===== config.mk =====
export PLATFORM = sky130hd
export DESIGN_NAME = imad_decoder
export DESIGN_NICKNAME = d
export VERILOG_FILES = /design/src/rtl/imad_pkg.sv /design/src/rtl/imad_dec_if.sv /design/src/rtl/imad_addr_decode.sv /design/src/rtl/imad_arb2.sv /design/src/rtl/imad_decoder.sv
export VERILOG_INCLUDE_DIRS = /design/src /design/src/rtl
export SDC_FILE = /design/constraint.sdc
export NUM_CORES = 1
export LEC_CHECK = 0
export BUFFER_PORTS_ARGS = -buffer_cell sky130_fd_sc_hd__buf_2
export CAP_MARGIN = 20
export CORE_MARGIN = 2
export CORE_UTILIZATION = 53
export CTS_CLUSTER_DIAMETER = 30
export CTS_CLUSTER_SIZE = 14
export DETAILED_ROUTE_END_ITERATION = 12
export PLACE_DENSITY = 0.81
export SYNTH_ARGS = -nofsm -noshare
export SYNTH_HDL_FRONTEND = slang
export SYNTH_SLANG_ARGS = --single-unit

===== constraint.sdc =====
create_clock -name ref_clk -period 8.7 [get_ports ref_clk]
set_input_delay 0.87 -clock ref_clk [delete_from_list [all_inputs] [get_ports ref_clk]]
set_output_delay 0.87 -clock ref_clk [all_outputs]
set_load 0.02 [all_outputs]

===== src/rtl/imad_defines.svh =====
// address map and width constants for the internal memory address decoder
`ifndef IMAD_DEFINES_SVH
`define IMAD_DEFINES_SVH

`define IMAD_ADDR_W       32
`define IMAD_OFF_W        18
`define IMAD_NBLK         4
`define IMAD_NENT         12

`define IMAD_BLK_SRAM0    2'h0
`define IMAD_BLK_ROM0     2'h1
`define IMAD_BLK_SRAM1    2'h2
`define IMAD_BLK_ROM1     2'h3
`define IMAD_ROM_MASK     4'hA

`define IMAD_IOP_LO       32'h0000_0000
`define IMAD_IOP_HI       32'h0003_FFFF

`define IMAD_LW_SRAM0_LO  32'h0004_0000
`define IMAD_LW_SRAM0_HI  32'h0004_1FFF
`define IMAD_LW_SRAM1_LO  32'h0006_0000
`define IMAD_LW_SRAM1_HI  32'h0006_1FFF

`define IMAD_NW_SRAM0_LO  32'h0008_0000
`define IMAD_NW_SRAM0_HI  32'h0008_3FFF
`define IMAD_NW_ROM0_LO   32'h000B_0000
`define IMAD_NW_ROM0_HI   32'h000B_BFFF
`define IMAD_NW_SRAM1_LO  32'h000C_0000
`define IMAD_NW_SRAM1_HI  32'h000C_3FFF
`define IMAD_NW_ROM1_LO   32'h000F_0000
`define IMAD_NW_ROM1_HI   32'h000F_BFFF

`define IMAD_IW_ROM0_LO   32'h000A_0000
`define IMAD_IW_ROM0_HI   32'h000A_AAAA
`define IMAD_IW_ROM1_LO   32'h000E_0000
`define IMAD_IW_ROM1_HI   32'h000E_AAAA

`define IMAD_SW_SRAM0_LO  32'h0010_0000
`define IMAD_SW_SRAM0_HI  32'h0010_7FFF
`define IMAD_SW_ROM0_LO   32'h0016_0000
`define IMAD_SW_ROM0_HI   32'h0017_7FFF
`define IMAD_SW_SRAM1_LO  32'h0018_0000
`define IMAD_SW_SRAM1_HI  32'h0018_7FFF
`define IMAD_SW_ROM1_LO   32'h001E_0000
`define IMAD_SW_ROM1_HI   32'h001F_7FFF

`define IMAD_EXT_BASE     32'h0020_0000

`endif


===== src/rtl/imad_pkg.sv =====
// types shared by the internal memory address decoder
`default_nettype none
package imad_pkg;
	typedef enum logic [1:0] {
		IMAD_W_LONG   = 2'h0,
		IMAD_W_NORMAL = 2'h1,
		IMAD_W_SHORT  = 2'h2,
		IMAD_W_INSTR  = 2'h3
	} imad_width_e;
	typedef enum logic [1:0] {
		IMAD_E_NONE     = 2'h0,
		IMAD_E_RESERVED = 2'h1,
		IMAD_E_EXTERNAL = 2'h2,
		IMAD_E_ROMWRITE = 2'h3
	} imad_err_e;
endpackage
`default_nettype wire


===== src/rtl/imad_dec_if.sv =====
// decode request and result between requester logic and one address decoder
`timescale 1ns/1ns
`default_nettype none
`include "imad_defines.svh"
interface imad_dec_if;
	logic [`IMAD_ADDR_W-1:0] addr;
	logic                    is48;
	logic [`IMAD_NBLK-1:0]   hit_blk;
	logic                    hit_iop;
	logic                    hit_ext;
	logic                    reserved;
	logic [`IMAD_OFF_W-1:0]  offset;
	imad_pkg::imad_width_e   width;
	modport req (output addr, output is48, input hit_blk, input hit_iop,
		input hit_ext, input reserved, input offset, input width);
	modport dec (input addr, input is48, output hit_blk, output hit_iop,
		output hit_ext, output reserved, output offset, output width);
endinterface
`default_nettype wire


===== src/rtl/imad_addr_decode.sv =====
// combinational decode of one address onto the internal memory blocks
`timescale 1ns/1ns
`default_nettype none
`include "imad_defines.svh"
module imad_addr_decode (
	imad_dec_if.dec d
);
	localparam int NENT = `IMAD_NENT;
	localparam logic [`IMAD_ADDR_W-1:0] ENT_LO [NENT] = '{
		`IMAD_LW_SRAM0_LO, `IMAD_LW_SRAM1_LO,
		`IMAD_NW_SRAM0_LO, `IMAD_NW_ROM0_LO,
		`IMAD_NW_SRAM1_LO, `IMAD_NW_ROM1_LO,
		`IMAD_IW_ROM0_LO, `IMAD_IW_ROM1_LO,
		`IMAD_SW_SRAM0_LO, `IMAD_SW_ROM0_LO,
		`IMAD_SW_SRAM1_LO, `IMAD_SW_ROM1_LO};
	localparam logic [`IMAD_ADDR_W-1:0] ENT_HI [NENT] = '{
		`IMAD_LW_SRAM0_HI, `IMAD_LW_SRAM1_HI,
		`IMAD_NW_SRAM0_HI, `IMAD_NW_ROM0_HI,
		`IMAD_NW_SRAM1_HI, `IMAD_NW_ROM1_HI,
		`IMAD_IW_ROM0_HI, `IMAD_IW_ROM1_HI,
		`IMAD_SW_SRAM0_HI, `IMAD_SW_ROM0_HI,
		`IMAD_SW_SRAM1_HI, `IMAD_SW_ROM1_HI};
	localparam logic [1:0] ENT_BLK [NENT] = '{
		`IMAD_BLK_SRAM0, `IMAD_BLK_SRAM1,
		`IMAD_BLK_SRAM0, `IMAD_BLK_ROM0, `IMAD_BLK_SRAM1, `IMAD_BLK_ROM1,
		`IMAD_BLK_ROM0, `IMAD_BLK_ROM1,
		`IMAD_BLK_SRAM0, `IMAD_BLK_ROM0, `IMAD_BLK_SRAM1, `IMAD_BLK_ROM1};
	localparam imad_pkg::imad_width_e ENT_W [NENT] = '{
		imad_pkg::IMAD_W_LONG, imad_pkg::IMAD_W_LONG,
		imad_pkg::IMAD_W_NORMAL, imad_pkg::IMAD_W_NORMAL,
		imad_pkg::IMAD_W_NORMAL, imad_pkg::IMAD_W_NORMAL,
		imad_pkg::IMAD_W_INSTR, imad_pkg::IMAD_W_INSTR,
		imad_pkg::IMAD_W_SHORT, imad_pkg::IMAD_W_SHORT,
		imad_pkg::IMAD_W_SHORT, imad_pkg::IMAD_W_SHORT};

	logic [NENT-1:0]        ent_hit;
	logic [`IMAD_ADDR_W-1:0] ent_off [NENT];
	logic                    found;

	genvar k;
	for (k = 0; k < NENT; k++) begin : g_ent
		// instruction windows sit in holes; only 48-bit fetches see them
		assign ent_hit[k] = (d.addr >= ENT_LO[k]) && (d.addr <= ENT_HI[k]) &&
			(d.is48 || (ENT_W[k] != imad_pkg::IMAD_W_INSTR));
		assign ent_off[k] = d.addr - ENT_LO[k];
	end

	assign d.hit_iop = (d.addr <= `IMAD_IOP_HI);
	assign d.hit_ext = (d.addr >= `IMAD_EXT_BASE);

	always_comb begin
		found     = 1'b0;
		d.hit_blk = '0;
		d.offset  = d.addr[`IMAD_OFF_W-1:0];
		d.width   = imad_pkg::IMAD_W_NORMAL;
		for (int i = 0; i < NENT; i++) begin
			if (ent_hit[i] && !found) begin
				found                 = 1'b1;
				d.hit_blk[ENT_BLK[i]] = 1'b1;
				d.offset              = ent_off[i][`IMAD_OFF_W-1:0];
				d.width               = ENT_W[i];
			end
		end
		// holes between blocks fall through to here
		d.reserved = !found && !d.hit_iop && !d.hit_ext;
	end
endmodule
`default_nettype wire


===== src/rtl/imad_arb2.sv =====
// fixed-priority grant between two requests for one target port
`timescale 1ns/1ns
`default_nettype none
module imad_arb2 (
	input  wire logic req_hi,
	input  wire logic req_lo,
	output logic      gnt_hi,
	output logic      gnt_lo
);
	assign gnt_hi = req_hi;
	assign gnt_lo = req_lo && !req_hi;
endmodule
`default_nettype wire


===== src/rtl/imad_decoder.sv =====
// internal memory address decoder with per-block core and i/o ports
// Functional notes
// - low 256K words go to io registers
// - normal view: first sram block range
// - normal view: first rom block range
// - normal view: second sram block range
// - normal view: second rom block range
// - normal view gaps select no block, except the two rom windows seen by 48-bit fetches
// - short view: first sram block range
// - short view: first rom block range
// - short view: second sram block range
// - short view: second rom block range
// - short view gaps are reserved
// - long view: first sram block range
// - long view: second sram block range
// - 48-bit fetch: first rom window
// - 48-bit fetch: second rom window
// - core never reaches external memory; dma does
// - core and dma access a block together
`timescale 1ns/1ns
`default_nettype none
`include "imad_defines.svh"
module imad_decoder (
	input  wire logic                                 ref_clk,
	input  wire logic                                 rst,
	// ------------------------------------------------------------
	// requesters
	// ------------------------------------------------------------
	input  wire logic                                 dm_valid,
	input  wire logic [`IMAD_ADDR_W-1:0]              dm_addr,
	input  wire logic                                 dm_write,
	input  wire logic                                 pm_valid,
	input  wire logic [`IMAD_ADDR_W-1:0]              pm_addr,
	input  wire logic                                 pm_write,
	input  wire logic                                 pm_is48,
	input  wire logic                                 dma_valid,
	input  wire logic [`IMAD_ADDR_W-1:0]              dma_addr,
	input  wire logic                                 dma_write,
	// ------------------------------------------------------------
	// responses
	// ------------------------------------------------------------
	output logic                                      dm_ack,
	output logic                                      dm_err,
	output imad_pkg::imad_err_e                       dm_err_code,
	output logic                                      pm_ack,
	output logic                                      pm_stall,
	output logic                                      pm_err,
	output imad_pkg::imad_err_e                       pm_err_code,
	output logic                                      dma_ack,
	output logic                                      dma_stall,
	output logic                                      dma_err,
	output imad_pkg::imad_err_e                       dma_err_code,
	// ------------------------------------------------------------
	// memory block ports
	// ------------------------------------------------------------
	output logic [`IMAD_NBLK-1:0]                     blk_core_en,
	output logic [`IMAD_NBLK-1:0]                     blk_core_write,
	output logic [`IMAD_NBLK-1:0][`IMAD_OFF_W-1:0]    blk_core_off,
	output logic [`IMAD_NBLK-1:0][1:0]                blk_core_width,
	output logic [`IMAD_NBLK-1:0]                     blk_io_en,
	output logic [`IMAD_NBLK-1:0]                     blk_io_write,
	output logic [`IMAD_NBLK-1:0][`IMAD_OFF_W-1:0]    blk_io_off,
	output logic [`IMAD_NBLK-1:0][1:0]                blk_io_width,
	// ------------------------------------------------------------
	// io register space and external memory
	// ------------------------------------------------------------
	output logic                                      iop_en,
	output logic                                      iop_write,
	output logic [`IMAD_OFF_W-1:0]                    iop_off,
	output logic                                      iop_from_dma,
	output logic                                      ext_en,
	output logic                                      ext_write,
	output logic [`IMAD_ADDR_W-1:0]                   ext_addr
);
	// ------------------------------------------------------------
	// decoders, one per requester
	// ------------------------------------------------------------
	imad_dec_if dm_if ();
	imad_dec_if pm_if ();
	imad_dec_if dma_if ();

	assign dm_if.addr  = dm_addr;
	assign dm_if.is48  = 1'b0;
	assign pm_if.addr  = pm_addr;
	assign pm_if.is48  = pm_is48;
	assign dma_if.addr = dma_addr;
	assign dma_if.is48 = 1'b0;

	imad_addr_decode u_dm_dec (
		.d (dm_if)
	);
	imad_addr_decode u_pm_dec (
		.d (pm_if)
	);
	imad_addr_decode u_dma_dec (
		.d (dma_if)
	);

	// ------------------------------------------------------------
	// request qualification
	// ------------------------------------------------------------
	// a write into mask rom has no effect on the array, so it is
	// refused rather than silently dropped
	function automatic imad_pkg::imad_err_e err_of(
		input logic                  reserved,
		input logic                  ext_refused,
		input logic                  write,
		input logic [`IMAD_NBLK-1:0] hit_blk
	);
		imad_pkg::imad_err_e e;
		e = imad_pkg::IMAD_E_NONE;
		if (reserved)
			e = imad_pkg::IMAD_E_RESERVED;
		else if (ext_refused)
			e = imad_pkg::IMAD_E_EXTERNAL;
		else if (write && ((hit_blk & `IMAD_ROM_MASK) != '0))
			e = imad_pkg::IMAD_E_ROMWRITE;
		return e;
	endfunction

	imad_pkg::imad_err_e next_dm_err_code;
	imad_pkg::imad_err_e next_pm_err_code;
	imad_pkg::imad_err_e next_dma_err_code;
	logic                dm_req;
	logic                pm_req;
	logic                dma_req;

	// core buses are refused external space, dma is not
	assign next_dm_err_code  = err_of(dm_if.reserved, dm_if.hit_ext,
		dm_write, dm_if.hit_blk);
	assign next_pm_err_code  = err_of(pm_if.reserved, pm_if.hit_ext,
		pm_write, pm_if.hit_blk);
	assign next_dma_err_code = err_of(dma_if.reserved, 1'b0,
		dma_write, dma_if.hit_blk);

	assign dm_req  = dm_valid && (next_dm_err_code == imad_pkg::IMAD_E_NONE);
	assign pm_req  = pm_valid && (next_pm_err_code == imad_pkg::IMAD_E_NONE);
	assign dma_req = dma_valid && (next_dma_err_code == imad_pkg::IMAD_E_NONE);

	// ------------------------------------------------------------
	// per-block ports
	// ------------------------------------------------------------
	logic [`IMAD_NBLK-1:0] blk_gnt_dm;
	logic [`IMAD_NBLK-1:0] blk_gnt_pm;

	// each block has its own core port and its own i/o port, so a dma
	// block access never waits for the core; only dm and pm contend
	genvar b;
	for (b = 0; b < `IMAD_NBLK; b++) begin : g_blk
		imad_arb2 u_blk_arb (
			.req_hi (dm_req && dm_if.hit_blk[b]),
			.req_lo (pm_req && pm_if.hit_blk[b]),
			.gnt_hi (blk_gnt_dm[b]),
			.gnt_lo (blk_gnt_pm[b])
		);

		always_ff @(posedge ref_clk or posedge rst) begin
			if (rst) begin
				blk_core_en[b]    <= 1'b0;
				blk_core_write[b] <= 1'b0;
				blk_core_off[b]   <= '0;
				blk_core_width[b] <= imad_pkg::IMAD_W_NORMAL;
			end else begin
				blk_core_en[b] <= blk_gnt_dm[b] || blk_gnt_pm[b];
				if (blk_gnt_dm[b]) begin
					blk_core_write[b] <= dm_write;
					blk_core_off[b]   <= dm_if.offset;
					blk_core_width[b] <= dm_if.width;
				end else if (blk_gnt_pm[b]) begin
					blk_core_write[b] <= pm_write;
					blk_core_off[b]   <= pm_if.offset;
					blk_core_width[b] <= pm_if.width;
				end
			end
		end

		always_ff @(posedge ref_clk or posedge rst) begin
			if (rst) begin
				blk_io_en[b]    <= 1'b0;
				blk_io_write[b] <= 1'b0;
				blk_io_off[b]   <= '0;
				blk_io_width[b] <= imad_pkg::IMAD_W_NORMAL;
			end else begin
				blk_io_en[b] <= dma_req && dma_if.hit_blk[b];
				if (dma_req && dma_if.hit_blk[b]) begin
					blk_io_write[b] <= dma_write;
					blk_io_off[b]   <= dma_if.offset;
					blk_io_width[b] <= dma_if.width;
				end
			end
		end
	end

	// ------------------------------------------------------------
	// io register space
	// ------------------------------------------------------------
	logic iop_gnt_dm;
	logic iop_gnt_pm;
	logic iop_gnt_dma;

	// register space has a single port; the core wins over dma
	imad_arb2 u_iop_arb (
		.req_hi (dm_req && dm_if.hit_iop),
		.req_lo (pm_req && pm_if.hit_iop),
		.gnt_hi (iop_gnt_dm),
		.gnt_lo (iop_gnt_pm)
	);
	assign iop_gnt_dma = dma_req && dma_if.hit_iop && !iop_gnt_dm && !iop_gnt_pm;

	always_ff @(posedge ref_clk or posedge rst) begin
		if (rst) begin
			iop_en       <= 1'b0;
			iop_write    <= 1'b0;
			iop_off      <= '0;
			iop_from_dma <= 1'b0;
		end else begin
			iop_en       <= iop_gnt_dm || iop_gnt_pm || iop_gnt_dma;
			iop_from_dma <= iop_gnt_dma;
			if (iop_gnt_dm) begin
				iop_write <= dm_write;
				iop_off   <= dm_if.offset;
			end else if (iop_gnt_pm) begin
				iop_write <= pm_write;
				iop_off   <= pm_if.offset;
			end else if (iop_gnt_dma) begin
				iop_write <= dma_write;
				iop_off   <= dma_if.offset;
			end
		end
	end

	// ------------------------------------------------------------
	// external memory, reached by dma only
	// ------------------------------------------------------------
	always_ff @(posedge ref_clk or posedge rst) begin
		if (rst) begin
			ext_en    <= 1'b0;
			ext_write <= 1'b0;
			ext_addr  <= '0;
		end else begin
			ext_en <= dma_req && dma_if.hit_ext;
			if (dma_req && dma_if.hit_ext) begin
				ext_write <= dma_write;
				ext_addr  <= dma_addr;
			end
		end
	end

	// ------------------------------------------------------------
	// responses
	// ------------------------------------------------------------
	logic pm_granted;
	logic dma_granted;

	assign pm_granted  = (blk_gnt_pm != '0) || iop_gnt_pm;
	assign dma_granted = (dma_if.hit_blk != '0) || dma_if.hit_ext || iop_gnt_dma;

	always_ff @(posedge ref_clk or posedge rst) begin
		if (rst) begin
			dm_ack      <= 1'b0;
			dm_err      <= 1'b0;
			dm_err_code <= imad_pkg::IMAD_E_NONE;
		end else begin
			// dm holds top priority everywhere, so a clean request is taken
			dm_ack      <= dm_req;
			dm_err      <= dm_valid && !dm_req;
			dm_err_code <= dm_valid ? next_dm_err_code : imad_pkg::IMAD_E_NONE;
		end
	end

	always_ff @(posedge ref_clk or posedge rst) begin
		if (rst) begin
			pm_ack      <= 1'b0;
			pm_stall    <= 1'b0;
			pm_err      <= 1'b0;
			pm_err_code <= imad_pkg::IMAD_E_NONE;
		end else begin
			pm_ack      <= pm_req && pm_granted;
			pm_stall    <= pm_req && !pm_granted;
			pm_err      <= pm_valid && !pm_req;
			pm_err_code <= pm_valid ? next_pm_err_code : imad_pkg::IMAD_E_NONE;
		end
	end

	always_ff @(posedge ref_clk or posedge rst) begin
		if (rst) begin
			dma_ack      <= 1'b0;
			dma_stall    <= 1'b0;
			dma_err      <= 1'b0;
			dma_err_code <= imad_pkg::IMAD_E_NONE;
		end else begin
			dma_ack      <= dma_req && dma_granted;
			dma_stall    <= dma_req && !dma_granted;
			dma_err      <= dma_valid && !dma_req;
			dma_err_code <= dma_valid ? next_dma_err_code : imad_pkg::IMAD_E_NONE;
		end
	end
endmodule
`default_nettype wire


==> impl_metrics.csv <==
group,metric,value,unit
synthesis,synth_cell_types,76,
die,initial_core_util,54.0,%
clock_network,path_clk_slew,0.06,ns
synthesis,synth_top_area_share,48.5,%
worst_setup_path,path_cells,"buf_2 > inv_1 > ha_1 > nand4_1 > nor4_2 > a31oi_1 > or4b_4 > and2_4 > a311oi_2 > and2b_4 > mux2_2",
detailed_routing,wl_per_cell,23.6,µm
die,die-area,24300,µm²
worst_setup_path,cp-start-kind,"input port",
synthesis,synthFlopType,"dfrtp_1",
global_route,track_usage,35.1,%
detailed_routing,dr.pass1.iters,7,
clock_network,cts_tree,"built",
sta,max_slew_margin,22.8,%
placement,gp_congestion,0.947,
placement,io_buffers,349,
worst_setup_path,worst_path_max_delay_cell,"or4b_4",
synthesis,ys_ff_latch,245,
sta,skew,0,ns
sta,max_freq,273,MHz
clock_network,cts_hold_buf,0,
die,die_width,156,µm
clock_network,numCtsBuffers,49,
global_route,overflow,0,
detailed_routing,detail-route-antenna-nets,0,
worst_setup_path,cp.arrival,4.11,ns
clock_network,clockRootBuffer,"clkbuf_16",
synthesis,synth_edf_count,0,
synthesis,synthCells,1176,
placement,dp.cells,1745,
power,powerDensity,215,nW/µm²
layout,multi_input_area,5650,µm²
sta,rsz0062_at_grt,"no",
global_route,antenna_found_initial,1,
clock_network,clock_latency,0.55,ns
power,pwr-share-comb,6.4,%
min_path,hold_class,"input port to asynchronous set/reset pin",
layout,layout.nets,1629,
layout,n_fill_cell,1612,
worst_setup_path,cpPeakStageDelay,0.56,ns
power,pwr-share-seq,34.1,%
synthesis,async_reset_ff_share,100,%
layout,ff_latch_area,6140,µm²
detailed_routing,drt_wl_total,43500,µm
worst_setup_path,endpoint_kind,"flip-flop",
run,drv_cap,0,
clock_network,cts_resized,0,
die,die_height,156,µm
worst_setup_path,crit_buf_inv,2,
detailed_routing,via_count,11200,
sta,setup_tns,0,ns
global_route,first_global_vias,11200,
die,io_pins,350,
sta,fin_crit_sh,42.1,%
detailed_routing,drtIter0Drc,1164,
sta,worst_pin_slew,1.15,ns
clock_network,cts_max_level,2,
synthesis,ys_warn_count,0,
detailed_routing,vias_per_cell,6.10,
synthesis,yosysTopAreaCell,"dfrtp_1",
synthesis,netlist_area,12200,µm²
power,p_sw_share,24.7,%
power,p_int,2.58,mW
synthesis,avgSynthCellArea,10.4,µm²
sta,slew_violations,0,
detailed_routing,route.detailed.drc,0,
worst_setup_path,crit_type,"input port to flip-flop",
sta,period_minus_slack,3.66,ns
synthesis,seq_area_frac_synth,50.3,%
synthesis,synth_area_leaders,"dfrtp_1 (49%), mux2_2 (10%), nor2_1 (4.9%)",
synthesis,syn-num-nets,1292,
layout,drive_gt1_share,39.2,%
clock_network,post_cts_buffers,0,
die,core_area,22600,µm²
worst_setup_path,worstPathRequired,9.15,ns
clock_network,clock-sinks,245,
power,p_sw,0.846,mW
global_route,grt_pass1_wl,65200,µm
worst_setup_path,crit_fanout,22,
global_route,grt_max_degree,89,
power,leakage,8.41,nW
sta,hold_viol_final,0,
worst_setup_path,cp_top_family,"simple AND/OR/NAND/NOR gates",
worst_setup_path,worst-r2r-setup-slack,7.66,ns
power,clkPwrFrac,59.5,%
run_status,status,"finished, final reports clean",
placement,hpwl,29500,µm
power,ir_worst_vdd,0.265,mV
die,placement_rows,55,
sta,finalSetupViolations,0,
clock_network,cts_buffer_depth,3,
layout,fin_cells,1838,
layout,syn2layout_area_growth,30.7,%
cell usage after synthesis (3+ instances only):
master and count:
dfrtp_1 237, nor2_1 158, mux2_2 110, a21oi_1 99, nand2_1 72, clkbuf_1 57
mux2i_1 53, o21ai_0 49, inv_1 26, a31oi_1 24, nand3_1 24, a211oi_1 23
mux2_4 16, nor3_1 14, nand4_1 13, nor4_1 13, buf_2 12, ha_1 11
nand2b_1 10, dfstp_2 8, a21boi_0 7, and2_1 7, and3_1 7, o211ai_1 7
a21o_1 6, buf_1 6, nor2b_1 6, or3_1 6, o21a_1 5, o31ai_1 5
o2111ai_1 4, o21ai_1 4, or2_2 4, or4_1 4, a32oi_1 3, and4_1 3
nand4b_1 3, nor3b_1 3, o211a_1 3, o41ai_1 3, xnor2_1 3
cell type report:
class                      instances  area share [%]
inverter                          26           0.658
tap                              285            2.23
clock inverter                    33            3.26
sequential                       245            38.5
timing repair buffer             363            11.8
clock buffer                      57            8.12
multi-input combinational        828            35.4
antenna                            1          0.0157
sequential cells by signal (all words and copies together) (netlist names), 2 cells and up:
signal	flops
blk_core_en	4
blk_core_off	72
blk_core_width	8
blk_core_write	4
blk_io_en	4
blk_io_off	72
blk_io_width	8
blk_io_write	4
dm_err_code	2
dma_err_code	2
ext_addr	32
iop_off	18
pm_err_code	2
per-layer routing:
metal  track usage (%)  share of wire, %  vias to the layer above  wire length (µm)
met5                 0                 0                        -                 0
met1              45.1                39                     5386             16700
met2              53.2                45                      724             19400
li1                  -                 -                     4918                 -
met3              10.1                10                      181              4450
met4              20.4               6.6                        0              2880
cell families (layout without fill, tap and decap cells):
kind of cell | after synthesis | count (layout) | share of synthesized area, %
simple gates | 363 | 363 | 14.2
compound gates | 272 | 272 | 14.2
flops | 245 | 245 | 50.3
mux | 179 | 179 | 16.4
buf+inv | 103 | 479 | 3.55
fa+ha+maj | 11 | 11 | 1.13
xor+xnor | 3 | 3 | 0.215
other cells | 0 | 1 | 0
cells in the final DEF, fill, tap and decap left out, drive strengths merged, types with 10 or more instances in the layout:
cell / n
ha: 11
mux2i: 53
mux2: 126
nand3: 24
nor4: 16
o21ai: 54
clkbuf: 57
buf: 363
a211oi: 25
a31oi: 24
inv: 36
nor2: 158
nand4: 13
dfrtp: 237
nand2: 73
nand2b: 10
a21oi: 99
clkinv: 12
nor3: 14
through the flow:
step / instance area (µm²) / setup slack, ns / hold slack (ns) / total power [mW] / utilization [%]
floorplan: 12200 / 1.11 / 0.497 / 1.29 / -
global placement: 14100 / 4.54 / 0.453 / 1.39 / 62.2
detailed placement: 14100 / 4.49 / 0.458 / 1.40 / 62.2
CTS: 15900 / 5.03 / 0.436 / 3.43 / 70.3
global route: 16000 / 4.89 / 0.466 / 3.51 / 70.5
finish: 16000 / 5.04 / 0.415 / 3.43 / 70.5
path summary, 6_finish.rpt:
kind                                  from          endpoint  depth (start not counted)
setup reg to reg           blk_core_off[8]   blk_core_off[8]                          2
max in group asynchronous              rst  blk_core_off[64]                          3
min in group ref_clk          ext_addr[22]      ext_addr[22]                          2
hold reg to reg               ext_addr[22]      ext_addr[22]                          2
setup / recovery              dma_addr[16]    blk_io_off[49]                         11
hold / removal                         rst   blk_io_write[0]                          2
power groups by stage:
stage | Combinational (mW) | Sequential, mW | Clock, mW
final | 0.218 | 1.17 | 2.04
after global routing | 0.232 | 1.17 | 2.11
after CTS | 0.213 | 1.17 | 2.05
after detailed placement | 0.211 | 1.19 | 0
after global placement | 0.209 | 1.18 | 0
after floorplan | 0.0851 | 1.21 | 0
Note: power is estimated with default switching activity, not from simulation.
